--- src/rtl/counter_array_pkg.sv ---
// package: register map, field positions and reset values of the counter array
// control block and the first interrupt enable register
// assumes: 32-bit ahb-lite register bus, one word per register
package counter_array_pkg;

  // ----------------------------------------------------------------
  // sizes
  // ----------------------------------------------------------------
  localparam int unsigned num_modules = 5;
  localparam int unsigned counter_width = 16;
  localparam int unsigned addr_width = 12;
  localparam int unsigned data_width = 32;

  // ----------------------------------------------------------------
  // register byte addresses
  // ----------------------------------------------------------------
  localparam logic [11:0] addr_interrupt_enable_first = 12'h0A8;
  localparam logic [11:0] addr_counter_array_control = 12'h0D8;
  localparam logic [11:0] addr_counter_array_mode_reg = 12'h100;
  localparam logic [11:0] addr_module_mode_base = 12'h104;
  localparam logic [11:0] addr_module_compare_base = 12'h120;
  localparam logic [11:0] addr_counter_value = 12'h140;
  localparam logic [11:0] addr_module_capture_pulse = 12'h144;
  localparam logic [11:0] addr_irq_status = 12'h150;
  localparam logic [11:0] addr_irq_enable = 12'h154;
  localparam logic [11:0] addr_irq_clear = 12'h158;
  localparam logic [11:0] addr_bit_set = 12'h160;
  localparam logic [11:0] addr_bit_clear = 12'h164;
  localparam logic [11:0] addr_word_step = 12'h004;

  // ----------------------------------------------------------------
  // fields
  // ----------------------------------------------------------------
  localparam int unsigned ctl_overflow_bit = 7;
  localparam int unsigned ctl_run_bit = 6;
  localparam int unsigned ctl_reserved_bit = 5;
  localparam int unsigned ien_global_bit = 7;
  localparam int unsigned ien_counter_array_bit = 6;
  localparam int unsigned ien_timer2_bit = 5;
  localparam int unsigned ien_serial_bit = 4;
  localparam int unsigned ien_timer1_bit = 3;
  localparam int unsigned ien_ext1_bit = 2;
  localparam int unsigned ien_timer0_bit = 1;
  localparam int unsigned ien_ext0_bit = 0;
  localparam int unsigned mode_overflow_irq_bit = 0;
  localparam int unsigned mmode_comparator_bit = 6;
  localparam int unsigned mmode_match_bit = 3;
  localparam int unsigned mmode_flag_irq_bit = 0;
  // irq status layout: bit 0 overflow event, bits 1..5 module events
  localparam int unsigned irq_bits = 6;

  localparam logic [7:0] reset_byte = 8'h00;
  localparam logic [1:0] htrans_nonseq = 2'h2;
  localparam logic [2:0] hsize_word = 3'h2;

endpackage

--- src/rtl/counter_array_control.sv ---
// counter array run/overflow/module flag control, software timer compare,
// and the first interrupt enable register, on an ahb-lite slave
// assumes: one slave on the bus, hreadyout always high, okay response
// Operation
// - overflow flag bit 7 set whenever the shared counter rolls over
// - overflow flag requests interrupt only while overflow irq enable set
// - hardware never clears overflow or module flags; software writes zero
// - counter stops while run bit 6 is zero, counts while one
// - module n flag in bit n set on match or capture
// - module flag requests interrupt only with its flag irq enable
// - bit 5 reserved, reads undefined; other bits reset to zero
// - comparator and match enable make module a 16-bit software timer
// - timer match interrupts only when flag and flag irq enable set
// - global enable zero blocks all; one lets each enable govern; block_irq here ignores global enable
// - bit 5 gates timer 2 overflow interrupt
// - bit 4 gates serial port interrupt
// - bit 3 gates timer 1 overflow, bit 1 timer 0 overflow
// - bit 2 gates external interrupt 1
// - bit 0 gates external interrupt 0
// - interrupt enable resets to zero; bits individually settable and clearable
//
// The AHB-Lite interface to the registers was chosen for this implementation.
`timescale 1ns/1ns
module counter_array_control
  import counter_array_pkg::*;
#(
  parameter int unsigned modules = num_modules,
  parameter int unsigned cwidth = counter_width
) (
  input wire logic hclk,
  input wire logic hresetn,
  input wire logic hsel,
  input wire logic [addr_width-1:0] haddr,
  input wire logic [1:0] htrans,
  input wire logic hwrite,
  input wire logic [2:0] hsize,
  input wire logic [data_width-1:0] hwdata,
  input wire logic hready,
  output logic [data_width-1:0] hrdata,
  output logic hreadyout,
  output logic hresp,
  input wire logic count_tick,
  input wire logic [modules-1:0] capture_event,
  input wire logic timer2_overflow_req,
  input wire logic serial_port_req,
  input wire logic timer1_overflow_req,
  input wire logic external_irq1_req,
  input wire logic timer0_overflow_req,
  input wire logic external_irq0_req,
  output logic counter_array_irq,
  output logic timer2_overflow_irq,
  output logic serial_port_irq,
  output logic timer1_overflow_irq,
  output logic external_irq1_irq,
  output logic timer0_overflow_irq,
  output logic external_irq0_irq,
  output logic block_irq
);

  // ----------------------------------------------------------------
  // state
  // ----------------------------------------------------------------
  logic [7:0] interrupt_enable_first;
  logic counter_overflow_flag;
  logic counter_run_bit;
  logic [modules-1:0] module_event_flag;
  logic [7:0] counter_array_mode_reg;
  logic [7:0] module_mode_reg [modules];
  logic [cwidth-1:0] module_compare [modules];
  logic [cwidth-1:0] counter;
  logic [irq_bits-1:0] irq_enable;
  logic [irq_bits-1:0] irq_status;
  logic [irq_bits-1:0] irq_clear;

  logic wr_pending;
  logic [addr_width-1:0] wr_addr;
  logic rd_take;
  logic wr_now;
  logic [data_width-1:0] wdata;
  logic advance;
  logic rollover;
  logic [modules-1:0] match_hit;
  logic [modules-1:0] timer_mode;
  logic [modules-1:0] flag_set;
  logic [modules-1:0] sw_clear;
  logic sw_clear_overflow;
  logic [modules-1:0] flag_irq_en;
  logic [modules-1:0] cap_pulse;
  logic [7:0] next_ien;

  function automatic logic hit(input logic [addr_width-1:0] a, input logic [11:0] target);
    return a == target;
  endfunction

  // ----------------------------------------------------------------
  // ahb-lite slave: zero-wait, writes land in the data phase
  // ----------------------------------------------------------------
  assign hreadyout = 1'b1;
  assign hresp = 1'b0;
  assign rd_take = hsel && hready && (htrans == htrans_nonseq) && !hwrite;
  assign wr_now = wr_pending;
  assign wdata = hwdata;

  always_ff @(posedge hclk or negedge hresetn) begin
    if (!hresetn) begin
      wr_pending <= 1'b0;
      wr_addr <= '0;
    end else if (hready) begin
      wr_pending <= hsel && (htrans == htrans_nonseq) && hwrite;
      wr_addr <= haddr;
    end
  end

  // read data registered at the address phase so it stands in the data phase
  always_ff @(posedge hclk or negedge hresetn) begin
    if (!hresetn) begin
      hrdata <= '0;
    end else if (rd_take) begin
      hrdata <= '0;
      if (hit(haddr, addr_interrupt_enable_first)) begin
        hrdata[7:0] <= interrupt_enable_first;
      end else if (hit(haddr, addr_counter_array_control)) begin
        // reserved bit 5 is undefined; it reads zero here
        hrdata[7:0] <= {counter_overflow_flag, counter_run_bit, 1'b0, module_event_flag};
      end else if (hit(haddr, addr_counter_array_mode_reg)) begin
        hrdata[7:0] <= counter_array_mode_reg;
      end else if (hit(haddr, addr_counter_value)) begin
        hrdata[cwidth-1:0] <= counter;
      end else if (hit(haddr, addr_irq_status)) begin
        hrdata[irq_bits-1:0] <= irq_status;
      end else if (hit(haddr, addr_irq_enable)) begin
        hrdata[irq_bits-1:0] <= irq_enable;
      end else begin
        for (int i = 0; i < modules; i++) begin
          if (hit(haddr, 12'(addr_module_mode_base + 12'(i) * addr_word_step))) begin
            hrdata[7:0] <= module_mode_reg[i];
          end
          if (hit(haddr, 12'(addr_module_compare_base + 12'(i) * addr_word_step))) begin
            hrdata[cwidth-1:0] <= module_compare[i];
          end
        end
      end
    end
  end

  // ----------------------------------------------------------------
  // first interrupt enable register, with bit set/clear strobes
  // ----------------------------------------------------------------
  always_comb begin
    next_ien = interrupt_enable_first;
    if (wr_now && hit(wr_addr, addr_interrupt_enable_first)) begin
      next_ien = wdata[7:0];
    end else if (wr_now && hit(wr_addr, addr_bit_set)) begin
      next_ien = interrupt_enable_first | wdata[7:0];
    end else if (wr_now && hit(wr_addr, addr_bit_clear)) begin
      next_ien = interrupt_enable_first & ~wdata[7:0];
    end
  end

  always_ff @(posedge hclk or negedge hresetn) begin
    if (!hresetn) begin
      interrupt_enable_first <= reset_byte;
    end else begin
      interrupt_enable_first <= next_ien;
    end
  end

  // ----------------------------------------------------------------
  // mode and compare registers
  // ----------------------------------------------------------------
  always_ff @(posedge hclk or negedge hresetn) begin
    if (!hresetn) begin
      counter_array_mode_reg <= reset_byte;
      irq_enable <= '0;
      for (int i = 0; i < modules; i++) begin
        module_mode_reg[i] <= reset_byte;
        module_compare[i] <= '0;
      end
    end else if (wr_now) begin
      if (hit(wr_addr, addr_counter_array_mode_reg)) begin
        counter_array_mode_reg <= wdata[7:0];
      end
      if (hit(wr_addr, addr_irq_enable)) begin
        irq_enable <= wdata[irq_bits-1:0];
      end
      for (int i = 0; i < modules; i++) begin
        if (hit(wr_addr, 12'(addr_module_mode_base + 12'(i) * addr_word_step))) begin
          module_mode_reg[i] <= wdata[7:0];
        end
        if (hit(wr_addr, 12'(addr_module_compare_base + 12'(i) * addr_word_step))) begin
          module_compare[i] <= wdata[cwidth-1:0];
        end
      end
    end
  end

  // ----------------------------------------------------------------
  // shared counter
  // ----------------------------------------------------------------
  assign advance = counter_run_bit && count_tick;
  assign rollover = advance && (counter == {cwidth{1'b1}});

  always_ff @(posedge hclk or negedge hresetn) begin
    if (!hresetn) begin
      counter <= '0;
    end else if (advance) begin
      counter <= counter + 1'b1;
    end
  end

  // ----------------------------------------------------------------
  // control register: run bit and event flags
  // ----------------------------------------------------------------
  assign cap_pulse = (wr_now && hit(wr_addr, addr_module_capture_pulse)) ? wdata[modules-1:0] : '0;

  generate
    for (genvar n = 0; n < modules; n++) begin : g_module
      assign timer_mode[n] = module_mode_reg[n][mmode_comparator_bit] && module_mode_reg[n][mmode_match_bit];
      // compare only on the cycle the counter moves, so a stopped counter
      // does not flag the same value over and over
      assign match_hit[n] = timer_mode[n] && advance && (counter + 1'b1 == module_compare[n]);
      assign flag_set[n] = match_hit[n] || capture_event[n] || cap_pulse[n];
      assign flag_irq_en[n] = module_mode_reg[n][mmode_flag_irq_bit];

      match_flag_a: assert property (@(posedge hclk) disable iff (!hresetn)
        match_hit[n] |=> module_event_flag[n] && counter == module_compare[n])
        else $error("match did not flag its module");
    end
  endgenerate

  // only a written zero clears a flag; writing one leaves it alone
  assign sw_clear = (wr_now && hit(wr_addr, addr_counter_array_control)) ? ~wdata[modules-1:0] : '0;
  assign sw_clear_overflow = wr_now && hit(wr_addr, addr_counter_array_control) && !wdata[ctl_overflow_bit];

  always_ff @(posedge hclk or negedge hresetn) begin
    if (!hresetn) begin
      counter_run_bit <= 1'b0;
    end else if (wr_now && hit(wr_addr, addr_counter_array_control)) begin
      counter_run_bit <= wdata[ctl_run_bit];
    end
  end

  always_ff @(posedge hclk or negedge hresetn) begin
    if (!hresetn) begin
      counter_overflow_flag <= 1'b0;
    end else if (rollover) begin
      counter_overflow_flag <= 1'b1;
    end else if (sw_clear_overflow) begin
      counter_overflow_flag <= 1'b0;
    end
  end

  always_ff @(posedge hclk or negedge hresetn) begin
    if (!hresetn) begin
      module_event_flag <= '0;
    end else begin
      module_event_flag <= (module_event_flag & ~sw_clear) | flag_set;
    end
  end

  // ----------------------------------------------------------------
  // interrupt gating
  // ----------------------------------------------------------------
  logic ca_request;
  logic global_irq_enable;
  assign global_irq_enable = interrupt_enable_first[ien_global_bit];
  assign ca_request = (counter_overflow_flag && counter_array_mode_reg[mode_overflow_irq_bit])
    || |(module_event_flag & flag_irq_en);
  assign counter_array_irq = global_irq_enable && interrupt_enable_first[ien_counter_array_bit]
    && ca_request;
  assign timer2_overflow_irq = global_irq_enable && interrupt_enable_first[ien_timer2_bit]
    && timer2_overflow_req;
  assign serial_port_irq = global_irq_enable && interrupt_enable_first[ien_serial_bit] && serial_port_req;
  assign timer1_overflow_irq = global_irq_enable && interrupt_enable_first[ien_timer1_bit]
    && timer1_overflow_req;
  assign timer0_overflow_irq = global_irq_enable && interrupt_enable_first[ien_timer0_bit]
    && timer0_overflow_req;
  assign external_irq1_irq = global_irq_enable && interrupt_enable_first[ien_ext1_bit]
    && external_irq1_req;
  assign external_irq0_irq = global_irq_enable && interrupt_enable_first[ien_ext0_bit]
    && external_irq0_req;

  // ----------------------------------------------------------------
  // block event status, enable and write-one clear
  // ----------------------------------------------------------------
  assign irq_clear = (wr_now && hit(wr_addr, addr_irq_clear)) ? wdata[irq_bits-1:0] : '0;

  sticky_event_bits #(
    .width(irq_bits)
  ) u_status (
    .hclk(hclk),
    .hresetn(hresetn),
    .set_pulse({flag_set, rollover}),
    .clear_pulse(irq_clear),
    .flags(irq_status)
  );

  assign block_irq = |(irq_status & irq_enable);

  // ----------------------------------------------------------------
  // checks
  // ----------------------------------------------------------------
  rollover_sets_a: assert property (@(posedge hclk) disable iff (!hresetn)
    rollover |=> counter_overflow_flag)
    else $error("rollover did not set overflow flag");

  overflow_gate_a: assert property (@(posedge hclk) disable iff (!hresetn)
    (counter_overflow_flag && !counter_array_mode_reg[mode_overflow_irq_bit] && module_event_flag == '0)
    |-> !counter_array_irq)
    else $error("overflow irq without enable");

  flag_hold_a: assert property (@(posedge hclk) disable iff (!hresetn)
    (counter_overflow_flag && !sw_clear_overflow) |=> counter_overflow_flag)
    else $error("overflow flag cleared by hardware");

  counter_stop_a: assert property (@(posedge hclk) disable iff (!hresetn)
    !counter_run_bit |=> $stable(counter))
    else $error("counter moved while stopped");

  global_block_a: assert property (@(posedge hclk) disable iff (!hresetn)
    !interrupt_enable_first[ien_global_bit] |-> !(counter_array_irq || timer2_overflow_irq || serial_port_irq
      || timer1_overflow_irq || timer0_overflow_irq || external_irq1_irq || external_irq0_irq))
    else $error("interrupt passed with global enable low");

  module_gate_a: assert property (@(posedge hclk) disable iff (!hresetn)
    (!counter_overflow_flag && (module_event_flag & flag_irq_en) == '0) |-> !counter_array_irq)
    else $error("module flag irq without enable");

  ca_request_a: assert property (@(posedge hclk) disable iff (!hresetn)
    (global_irq_enable && interrupt_enable_first[ien_counter_array_bit] && (module_event_flag & flag_irq_en) != '0)
    |-> counter_array_irq)
    else $error("enabled module flag gave no irq");

  serial_gate_a: assert property (@(posedge hclk) disable iff (!hresetn)
    serial_port_irq |-> interrupt_enable_first[ien_serial_bit] && serial_port_req)
    else $error("serial irq without enable");

  ien_reset_a: assert property (@(posedge hclk)
    $rose(hresetn) |-> interrupt_enable_first == reset_byte)
    else $error("enable register not zero after reset");

endmodule

--- src/rtl/sticky_event_bits.sv ---
// sticky flag bank: hardware sets, software clears, set wins a tie
// assumes: set and clear are one-cycle pulses in the hclk domain
`timescale 1ns/1ns
module sticky_event_bits #(
  parameter int unsigned width = 6
) (
  input wire logic hclk,
  input wire logic hresetn,
  input wire logic [width-1:0] set_pulse,
  input wire logic [width-1:0] clear_pulse,
  output logic [width-1:0] flags
);

  always_ff @(posedge hclk or negedge hresetn) begin
    if (!hresetn) begin
      flags <= '0;
    end else begin
      flags <= (flags & ~clear_pulse) | set_pulse;
    end
  end

  sticky_set_a: assert property (@(posedge hclk) disable iff (!hresetn)
    |set_pulse |=> ((flags & $past(set_pulse)) == $past(set_pulse)))
    else $error("sticky set lost");

endmodule

--- config.mk ---
export PLATFORM = sky130hd
export DESIGN_NAME = counter_array_control
export DESIGN_NICKNAME = d
export VERILOG_FILES = /design/src/rtl/counter_array_pkg.sv /design/src/rtl/counter_array_control.sv /design/src/rtl/sticky_event_bits.sv
export SDC_FILE = /design/constraint.sdc
export NUM_CORES = 1
export LEC_CHECK = 0
export ABC_CLOCK_PERIOD_IN_PS = 10300
export BUFFER_PORTS_ARGS = -buffer_cell sky130_fd_sc_hd__buf_4
export CELL_PAD_IN_SITES_DETAIL_PLACEMENT = 0
export CELL_PAD_IN_SITES_GLOBAL_PLACEMENT = 1
export CORE_MARGIN = 2
export CORE_UTILIZATION = 26
export CTS_CLUSTER_SIZE = 40
export DETAILED_ROUTE_END_ITERATION = 8
export PLACE_DENSITY_LB_ADDON = 0.1
export SKIP_LAST_GASP = 1
export SLEW_MARGIN = 25
export SYNTH_ARGS = -nofsm -noshare
export SYNTH_HDL_FRONTEND = slang
export SYNTH_SLANG_ARGS = --single-unit
--- constraint.sdc ---
create_clock -name hclk -period 10.3 [get_ports hclk]
set_input_delay 0.515 -clock hclk [delete_from_list [all_inputs] [get_ports hclk]]
set_output_delay 0.515 -clock hclk [all_outputs]
set_load 0.01 [all_outputs]
Word-level counts from Yosys, hierarchy flattened

Cells that the tools add are included.

Register bits: 200
Input bits: 66
Output and inout port bits: 42
Logic and storage cells: 191

$add $sub $neg: 1
Equal/unequal tests: 41
Muxes and demuxes: 43
Bitwise logic cells: 12
Reductions and logical operators: 73

Operator list:

| operator              | number |
|---|---|
| $eq 12x9->1 const B   | 30 |
| $mux 16               | 20 |
| $mux 8                | 14 |
| $eq 16x16->1          | 5 |
| $eq 12x8->1 const B   | 4 |
| $logic_and 1x1->1     | 44 |
| $reduce_and 2->1      | 12 |
| $mux 10               | 2 |
| $mux 6                | 3 |
| $add 16x1->16 const B | 1 |
| $eq 16x16->1 const B  | 1 |
| $and 6x6->6           | 2 |
| $logic_or 1x1->1      | 11 |
| $and 5x5->5           | 2 |
| $mux 5                | 2 |
| $not 5->5             | 2 |
| $and 8x8->8           | 1 |
| $not 8->8             | 1 |
| $or 8x8->8            | 1 |
| $not 6->6             | 1 |
| $or 6x6->6            | 1 |
| $reduce_or 6->1       | 1 |
| $or 5x5->5            | 1 |
| $reduce_or 5->1       | 1 |
| 5 further kinds       | 7 |

Longest topological paths before layout

Gate-level depths: netlist (run 1).

Depth in word-level cells: 31
Mapped depth: 11
Depth with buffers taken out: 8

Modules after synthesis

Synthesis (run 1) repeated with hierarchy kept, for this count alone.

Cell total of the unflattened synthesis: 1,085
Area total of the unflattened synthesis: 11,404.7 sq um

Modules (own cells, without submodules):

| module                | times used | cells an instance | area an instance (sq um) | sequential area each (sq um) |
|---|---|---|---|---|
| counter_array_control | 1          | 1,067             | 11,187.0                 | 4,854.7 |
| sticky_event_bits     | 1          | 18                | 217.7                    | 150.1 |

Worst setup path before layout (run 1)

Ideal clock, no wire load.

Path kind: register to register
Start point: reg counter[1]
End point: reg module_event_flag[0]
Setup time: 0.067 ns
Arrival: 3.168 ns
Required time: 10.233 ns
Setup slack: 7.065 ns
Cell stages (with the launch flop): 10
Path buffers: 1
Clock period less this slack: 3.235 ns
Cells stage by stage: dfrtp_1 ha_1 buf_2 xor2_1 or4_1 a221o_1 or4_1 or4_1 or4_4 nand3_2

Word-level cells in the longest chain between the ends: 6

RTL lines:

| item                           | line                         | source |
|---|---|---|
| from (decl)                    | counter_array_control.sv:70  | `logic [cwidth-1:0] counter;` |
| from (signal assigned)         | counter_array_control.sv:207 | `counter <= counter + 1'b1;` |
| $add 16x1->16                  | counter_array_control.sv:221 | `assign match_hit[n] = timer_mode[n] && advance && (counter + 1'b1 == module_compare[n]);` |
| $eq 16x16->1                   | counter_array_control.sv:221 |  |
| $logic_and 1x1->1              | counter_array_control.sv:221 |  |
| $logic_or 1x1->1 (2 in series) | counter_array_control.sv:222 | `assign flag_set[n] = match_hit[n] \|\| capture_event[n] \|\| cap_pulse[n];` |
| $or 5x5->5                     | counter_array_control.sv:257 | `module_event_flag <= (module_event_flag & ~sw_clear) \| flag_set;` |
| to (signal assigned)           | counter_array_control.sv:257 |  |
| to (decl)                      | counter_array_control.sv:66  | `logic [modules-1:0] module_event_flag;` |

No other way between the ends.
A chain may end at the register's enable or synchronous reset.

Worst setup path after layout (run 1)

Start point: reg counter[0]
End point: reg module_event_flag[0]

Same word-level chain as after synthesis.

==> out/metrics.yaml, run 1 <==
power:
  p_clk_frac: 0.365
  pwr-share-comb: 0.212
  ir_worst_vdd_v: 0.000110
  swShare: 0.323
  cellPowerDensity_mw_per_mm2: 151
  power_leakage_nw: 5.70
  seqPwrFrac: 0.423
  p_switching_mw: 0.668
  internal-power_mw: 1.40
floorplanning:
  num_io_pins: 108
  core_mm2: 0.0452
  start_util: 0.262
  row_count: 78
  dieWidth_um: 217
  fp.dieH_um: 217
  die_area_mm2: 0.0473
yosys:
  yosysTopAreaCell: "dfrtp_1"
  synth_cell_type_count: 79
  synth.avg_cell_area_um2: 9.64
  synthTopCellsByCount: "dfrtp_1, mux2_2, nand2_1"
  synth_flop_cell: "dfrtp_1"
  async_reset_ff_frac: 1.00
  ys_top_cells_by_area: "dfrtp_1, mux2_2, o21ai_0"
  syn_area_mm2: 0.0118
  synth_top_area_frac: 0.423
  synth_edf_count: 0
  ys_seq_area_frac: 0.423
  yosysWarnings: 0
  ys_seq_elements: 200
  postSynthCellCount: 1228
  synth.most_common_cell: "dfrtp_1"
setup_path:
  critPathMaxStageDelay_ps: 620
  cp.arrival_ps: 4660
  path_max_fanout: 16
  rr_startpoint: "counter[0]"
  r2r_cells: 9
  cp.required_ps: 10710
  critPathCaptureType: "register"
  start_kind: "register"
  crit_path_start: "counter[0]"
  cpMaxStageDelayCell: "nor2_1"
  worst_r2r_endpoint: "module_event_flag[0]"
  cp_cell_sequence: "buf_4, ha_1, nand3_1, nor2_1, xnor2_1, or4_1, or4_1, or4_4, nand3_2"
  crit_end: "module_event_flag[0]"
  ff2ff_setup_slack_ps: 6050
  critPathKind: "reg -> reg"
  cpMostUsedCell: "or4_1"
finish:
  final_util: 0.303
  largest_reg_flops: 80
  nets: 1338
  n_antenna_cell: 0
  area_growth_pct: 15.6
  drive_gt1_frac: 0.221
  fin_cells: 1883
worst_hold_path:
  hp-class: "in -> async"
timing:
  fin_crit_sh: 0.413
  setup_viol: 0
  finalSetupTns_ps: 0
  holdWs_ps: 19.3
  rsz0062_at_grt: "no"
  fmax_ghz: 0.235
  worst_pin_slew_ps: 1070
  period_needed_ps: 4250
  finalHoldViolations: 0
  slew_viol_final: 0
  slew_headroom: 0.266
  fin_skew_ps: 10.3
grt:
  grt_max_degree: 91
  grt-ovfl-total: 0
  grtUsageTotal: 0.226
  antenna_found_initial: 0
  grt_pass1_wl_um: 76300
  grt_pass1_vias: 10400
clock_network:
  cts_buffer_depth: 2
  cts_buffers: 17
  root_buffer: "clkbuf_16"
  cts_tree: "built"
  cts.sinks: 200
  ctsResizeCount: 0
  clk_latency_ps: 470
  htreeDepth: 4
  post-cts-setup-buffer-count: 0
  ctsHoldBuffers: 0
  clk_pin_slew_ps: 80
route:
  drt_first_pass_iters: 4
  drc: 0
  vias: 10100
  first_iter_violations: 678
  vias_per_cell: 5.36
  post_drt_wl_per_cell_um: 27.9
  routed_wl_um: 52500
  ant_nets: 0
status:
  status: "complete, no violations"
placed_design:
  globalplace.congestion: 0.871
  io_buffers: 70
  place_inst: 1852
  dp_hpwl_um: 38400
run:
  max_cap_violations: 0
## final cells by class
cell class | count | area (um2)
well taps | 600 | 751
repair buffers | 102 | 773
clock buffers | 20 | 467
multi-input cells | 927 | 6440
clock inverters | 11 | 169
inverters | 23 | 86.3
fillers | 4760 | 31500
flip-flops and latches | 200 | 5000
## cells by family (layout without fill, tap and decap cells)
kind of cell	after synthesis	after routing	share of synthesized area
multiplexers	123	123	0.117
AND/OR/NAND/NOR	397	397	0.176
buffers and inverters	117	156	0.0444
adder cells (fa/ha/maj)	1	1	0.00106
AO/OA/AOI/OAI	304	304	0.170
flip-flops	200	200	0.423
other	2	18	0.000634
XOR/XNOR	84	84	0.0686
## layer usage
metal  up-vias  track usage  part of all wire
met1      5172        0.304              0.46
met3        54       0.0319             0.036
met2       279        0.374              0.48
li1       4597            -                 -
met4         0       0.0696             0.029
met5         -            0                 0
## cell usage in the layout, fill, tap and decap left out, drive strengths merged, types with 5 or more instances in the layout
cell type	instances
nand2b	16
or3b	5
a221oi	26
buf	102
o22ai	11
clkbuf	20
o2111ai	6
xor2	21
conb	18
a2111oi	6
o221ai	6
o21ai	107
mux2	121
clkinv	5
a21o	7
nand4	23
nor2b	11
nor3b	7
a22oi	26
xnor3	5
nor2	65
nand3	37
dfrtp	200
or4	9
inv	24
xnor2	58
and3	17
nor3	37
nand2	108
a31oi	6
or3	12
o41ai	6
o211ai	5
nor4	23
a21oi	42
## critical path, delay by kind of cell (launching register included)
| family | cells | cell delay (ps) |
|---|---|---|
| flops | 1 | 320 |
| xor+xnor | 1 | 150 |
| simple gates | 6 | 2980 |
| buf+inv | 1 | 270 |
| fa+ha+maj | 1 | 440 |
## power by group through the flow
stage | logic (mW) | clock network (mW) | registers [mW]
floorplan | 0.311 | 0 | 0.849
global placement | 0.432 | 0 | 0.889
detailed placement | 0.435 | 0 | 0.889
CTS | 0.437 | 0.771 | 0.873
global route | 0.476 | 0.804 | 0.882
finish | 0.438 | 0.754 | 0.874
## how the worst min path moves through the flow
stage / end / slack, ps / depth (start not counted) / start
3_3_place_gp: module_compare[7] / 470 / 2 / module_compare[7]
4_1_cts: counter[7] / 90 / 1 / hresetn
2_1_floorplan: async pin / 220 / 0 / hresetn
3_5_place_dp: module_compare[7] / 470 / 2 / module_compare[7]
6_report: counter[7] / 20 / 1 / hresetn
5_1_grt: counter[7] / 100 / 1 / hresetn
## metrics by stage
step	cell area [um2]	power [mW]	setup WS (ps)
floorplan	11900	1.16	7060
global placement	13000	1.32	6070
detailed placement	13100	1.32	6060
CTS	13700	2.08	6040
global route	13700	2.16	5810
finish	13700	2.07	6050
Note: power is estimated with default switching activity, not from simulation.
==> run 2, diff against run 1 <==
--- a/config.mk
+++ b/config.mk
@@ -5,7 +5,8 @@
 export SDC_FILE = /design/constraint.sdc
 export NUM_CORES = 1
 export LEC_CHECK = 0
-export ABC_CLOCK_PERIOD_IN_PS = 10300
+export ABC_AREA = 1
+export ABC_CLOCK_PERIOD_IN_PS = 4200
 export BUFFER_PORTS_ARGS = -buffer_cell sky130_fd_sc_hd__buf_4
 export CELL_PAD_IN_SITES_DETAIL_PLACEMENT = 0
 export CELL_PAD_IN_SITES_GLOBAL_PLACEMENT = 1
==> constraint.sdc (replaced) <==
create_clock -name hclk -period 4.2 [get_ports hclk]
set_input_delay 0.21 -clock hclk [delete_from_list [all_inputs] [get_ports hclk]]
set_output_delay 0.21 -clock hclk [all_outputs]
set_load 0.01 [all_outputs]
==> out/metrics.yaml, run 2 <==
status:
  status: "complete, no violations"
setup_path:
  path_max_fanout: 28
  crit_buf_inv: 5
  cpMostUsedCell: "nand2_1"
  start_kind: "input port"
  critPathTopFamily: "simple AND/OR/NAND/NOR gates"
  cpMaxStageDelayCell: "nor2_4"
  cp_cell_sequence: "dlygate4sd3_1, buf_4, inv_1, nand2_1, nor2_4, nand4_1, nor2_2, buf_4, inv_1, o21ai_1, nand3b_1, nand2_1, nand4_1, nand2_1, nand2_1, nand2_1, nand2_1, nand2_1, nand2_1"
  critPathCaptureType: "register"
  cp.arrival_ps: 3480
  cp.required_ps: 4600
  critPathKind: "in -> reg"
  critPathMaxStageDelay_ps: 550
clock_network:
  post-cts-setup-buffer-count: 0
  cts_buffer_depth: 2
  htreeDepth: 4
  clk_latency_ps: 460
  clk_pin_slew_ps: 80
  cts_tree: "built"
  cts.sinks: 200
  root_buffer: "clkbuf_16"
  cts_buffers: 17
yosys:
  async_reset_ff_frac: 1.00
  synth_cell_type_count: 43
  postSynthCellCount: 1423
  ys_seq_elements: 200
  synth_top_area_frac: 0.462
  synth_edf_count: 0
  yosysTopAreaCell: "dfrtp_1"
  synth_flop_cell: "dfrtp_1"
  yosysWarnings: 0
  ys_seq_area_frac: 0.462
  synth.most_common_cell: "nand2_1"
  synth.avg_cell_area_um2: 7.62
  ys_top_cells_by_area: "dfrtp_1, nand2_1, o21ai_0"
  syn_area_mm2: 0.0108
  synthTopCellsByCount: "nand2_1, o21ai_0, dfrtp_1"
route:
  ant_nets: 0
  first_iter_violations: 731
  drc: 0
  vias_per_cell: 4.77
  routed_wl_um: 39700
  post_drt_wl_per_cell_um: 19.5
  drt_first_pass_iters: 5
  vias: 9697
placed_design:
  dp_slack_ps: 1170
  io_buffers: 70
  dp_hpwl_um: 30300
  place_area_mm2: 0.0119
  globalplace.congestion: 0.825
floorplanning:
  row_count: 74
  die_area_mm2: 0.0434
  start_util: 0.264
  fp.dieH_um: 208
  core_mm2: 0.0410
  num_io_pins: 108
  dieWidth_um: 208
timing:
  rsz0062_at_grt: "no"
  slew_headroom: 0.368
  fin_crit_sh: 0.734
  period_needed_ps: 3080
  finalWorstSetupSlack_ps: 1120
  slew_viol_final: 0
  finalHoldViolations: 0
  fin_skew_ps: 12.1
  setup_viol: 0
  fmax_ghz: 0.324
  holdWs_ps: 16.5
  finalSetupTns_ps: 0
  worst_pin_slew_ps: 940
finish:
  final_util: 0.308
  area_growth_pct: 16.5
  fillerInstances: 4505
  drive_gt1_frac: 0.101
  seqCellArea_mm2: 0.00500
  nets: 1555
  layout_commonest_cell: "nand2_1"
  multi_input_area_mm2: 0.00512
  largest_reg_flops: 80
  finalInstanceArea_mm2: 0.0126
  n_antenna_cell: 0
  final_cell_mix: "nand2_1, o21ai_0, dfrtp_1"
worst_hold_path:
  hp-class: "in -> reg"
grt:
  grt-ovfl-total: 0
  grt_pass1_vias: 9679
  grt_max_degree: 96
  grt_pass1_wl_um: 61000
  antenna_found_initial: 0
  grtUsageTotal: 0.188
power:
  power_leakage_nw: 6.03
  ir_worst_vdd_v: 0.000187
  cellPowerDensity_mw_per_mm2: 352
run:
  max_cap_violations: 0
run 2: cell families after synthesis:
group / Yosys count / share of synthesized area
AND/OR/NAND/NOR: 694 / 0.275
AO/OA/AOI/OAI: 272 / 0.137
flip-flops: 200 / 0.462
buffers and inverters: 197 / 0.0748
XOR/XNOR: 53 / 0.0459
multiplexers: 4 / 0.00404
other: 2 / 0.000693
adder cells (fa/ha/maj): 1 / 0.00115
run 2: worst reg2reg max path: stages, from the launching register on:
cell and delay [ps]:
dfrtp_1 330, buf_4 200, ha_1 220, nand2_1 70, nor2_1 230, nand2_1 110, nor2_1 240, or2_2 160
nand2_1 250, inv_1 230, o22ai_1 100, nor3_2 150, nand3_1 110, nor3_2 140, nand2_1 230, nand4_1 150
run 2: timing repair:
action                     in CTS  in global routing
hold buffers                   14                  0
setup endpoints to repair       0                  0
hold endpoints to repair      110                  0
resized for setup               0                  0
run 2: worst paths after layout:
check,startpoint,to,slack (ps),cells after the start
setup / recovery,haddr[9],hrdata[6],1120,19
hold / removal,haddr[7],wr_addr[7],20,3
setup reg to reg,counter[0],u_status.flags[2],1200,15
hold reg to reg,hrdata[0],hrdata[0],490,2
max in group asynchronous,hresetn,counter[4],2760,3
min in group asynchronous,hresetn,wr_addr[9],360,2
run 2: per-stage QoR:
step	std cells	total power, mW
final	2033	4.44
after floorplan	1439	2.45
after global routing	2033	4.66
after detailed placement	1987	2.73
after CTS	2033	4.50
after global placement	1987	2.73
run 2: final cells by class:
type,count,area share
clock buffers,19,0.0359
clock inverters,13,0.0113
inverters,133,0.0395
multi-input cells,1042,0.405
flip-flops and latches,200,0.396
well taps,532,0.0527
repair buffers,94,0.0592
run 2: per-layer routing:
| layer | vias up | GRT usage | wire length [um] | share of wire |
|---|---|---|---|---|
| met5 | - | 0 | 0 | 0 |
| met4 | 0 | 0.0402 | 395 | 0.010 |
| met3 | 19 | 0.0278 | 1420 | 0.036 |
| met2 | 155 | 0.298 | 18000 | 0.45 |
| met1 | 4726 | 0.271 | 19900 | 0.50 |
| li1 | 4797 | - | - | - |
run 2: report_power, final:
part	leakage [nW]	internal [mW]	switching [mW]
logic	3.75	0.232	0.449
registers	1.99	1.97	0.0384
clock network	0.291	0.918	0.830
==> run 3, diff against run 2 <==
--- a/config.mk
+++ b/config.mk
@@ -6,7 +6,7 @@
 export NUM_CORES = 1
 export LEC_CHECK = 0
 export ABC_AREA = 1
-export ABC_CLOCK_PERIOD_IN_PS = 4200
+export ABC_CLOCK_PERIOD_IN_PS = 3000
 export BUFFER_PORTS_ARGS = -buffer_cell sky130_fd_sc_hd__buf_4
 export CELL_PAD_IN_SITES_DETAIL_PLACEMENT = 0
 export CELL_PAD_IN_SITES_GLOBAL_PLACEMENT = 1
==> constraint.sdc (replaced) <==
create_clock -name hclk -period 3 [get_ports hclk]
set_input_delay 0.15 -clock hclk [delete_from_list [all_inputs] [get_ports hclk]]
set_output_delay 0.15 -clock hclk [all_outputs]
set_load 0.01 [all_outputs]
==> out/metrics.yaml, run 3 (synthesis gave the netlist of run 2 again) <==
status:
  status: "complete, no violations"
finish:
  drive_gt1_frac: 0.114
  fillerInstances: 4489
  area_growth_pct: 19.8
  largest_reg_flops: 80
  nets: 1598
  layout_commonest_cell: "nand2_1"
  final_cell_mix: "nand2_1, o21ai_0, dfrtp_1"
  finalInstanceArea_mm2: 0.0130
grt:
  grt_pass1_wl_um: 62100
  grt-ovfl-total: 0
  grt_pass1_vias: 9772
  grtUsageTotal: 0.191
  grt_max_degree: 73
  antenna_found_initial: 0
floorplanning:
  num_io_pins: 108
  fp.dieH_um: 208
  dieWidth_um: 208
  die_area_mm2: 0.0434
  row_count: 74
  core_mm2: 0.0410
  start_util: 0.264
placed_design:
  dp_slack_ps: 210
  io_buffers: 70
  place_area_mm2: 0.0121
  globalplace.congestion: 0.825
  dp_hpwl_um: 31300
power:
  pwr-share-comb: 0.157
  p_clk_frac: 0.392
  p_switching_mw: 1.85
  power_leakage_nw: 6.21
  swShare: 0.296
  cellPowerDensity_mw_per_mm2: 481
  internal-power_mw: 4.40
  ir_worst_vdd_v: 0.000245
  seqPwrFrac: 0.452
worst_hold_path:
  hp-class: "in -> reg"
timing:
  finalHoldViolations: 0
  rsz0062_at_grt: "yes"
  slew_headroom: 0.476
  slew_viol_final: 0
  period_needed_ps: 2730
  fin_crit_sh: 0.908
  finalWorstSetupSlack_ps: 275
  fmax_ghz: 0.367
  fin_skew_ps: 13.8
  setup_viol: 0
  finalSetupTns_ps: 0
  worst_pin_slew_ps: 781
setup_path:
  critPathCaptureType: "register"
  critPathTopFamily: "simple AND/OR/NAND/NOR gates"
  cpMostUsedCell: "nand2_1"
  critPathMaxStageDelay_ps: 430
  cpMaxStageDelayCell: "dfrtp_1"
  crit_buf_inv: 1
  cp.required_ps: 3410
  cp.arrival_ps: 3130
  start_kind: "register"
  critPathKind: "reg -> reg"
  path_max_fanout: 7
  cp_cell_sequence: "ha_1, nand2_1, nor2_1, nand2_1, nor2_1, or2_2, nand2_1, inv_1, o22ai_1, nor3_2, nand3_1, nor3_2, nand2_2, nand4_1"
clock_network:
  htreeDepth: 4
  post-cts-setup-buffer-count: 0
  root_buffer: "clkbuf_16"
  cts.sinks: 200
  cts_buffer_depth: 2
  cts_tree: "built"
  clk_latency_ps: 470
  clk_pin_slew_ps: 80
  cts_buffers: 17
route:
  vias_per_cell: 4.76
  drt_first_pass_iters: 5
  drc: 0
  post_drt_wl_per_cell_um: 19.5
  routed_wl_um: 40600
  first_iter_violations: 690
  vias: 9889
  ant_nets: 0
run:
  max_cap_violations: 0
## run 3: cell type report
cell class | count | area, um2 | area share
sequential | 200 | 5000 | 0.385
timing repair buffer | 137 | 1120 | 0.0861
multi-input combinational | 1042 | 5100 | 0.393
antenna | 1 | 2.50 | 0.000193
tap | 532 | 666 | 0.0513
clock buffer | 19 | 453 | 0.0349
clock inverter | 13 | 144 | 0.0111
inverter | 133 | 499 | 0.0384
## run 3: per-stage QoR
step	cells	hold slack, ps	total power [mW]	util
finish	2077	34.1	6.25	0.317
global route	2076	35.8	6.53	0.317
CTS	2076	18.6	6.35	0.316
detailed placement	2016	188	3.84	0.295
global placement	2016	193	3.83	0.295
floorplan	1439	-146	3.43	-
## run 3: path summary, 6_finish.rpt
kind | from | end | slack (ps) | cells past startpoint
setup / recovery | counter[0] | u_status.flags[2] | 270 | 14
hold / removal | hwdata[12] | module_compare[44] | 30 | 3
setup reg to reg | counter[0] | u_status.flags[2] | 270 | 14
hold reg to reg | hrdata[3] | hrdata[3] | 480 | 2
max in group asynchronous | hresetn | hrdata[4] | 1900 | 3
min in group asynchronous | hresetn | wr_addr[9] | 260 | 2
## run 3: tightest hold or removal path, stage by stage
cell,delay [ps]
buf_4,80
inv_1,80
o21ai_0,160
## run 3: per-layer routing
| metal | up-vias | share of wire | track usage |
|---|---|---|---|
| li1 | 4890 | - | - |
| met1 | 4789 | 0.50 | 0.276 |
| met2 | 187 | 0.45 | 0.300 |
| met3 | 23 | 0.036 | 0.0260 |
| met4 | 0 | 0.014 | 0.0452 |
| met5 | - | 0 | 0 |
## run 3: what timing repair did
item                                    CTS  global route
endpoints found under the hold margin    94             0
hold buffers                             28             0
endpoints found under the setup margin    0             5
resized for setup                         0             3
## run 3: power groups by stage
| stage | logic (mW) | registers, mW | clock network [mW] |
|---|---|---|---|
| after floorplan | 0.570 | 2.86 | 0 |
| after CTS | 0.993 | 2.82 | 2.53 |
| final | 0.981 | 2.82 | 2.45 |
| after global routing | 1.08 | 2.83 | 2.62 |
| after detailed placement | 0.961 | 2.88 | 0 |
| after global placement | 0.956 | 2.87 | 0 |
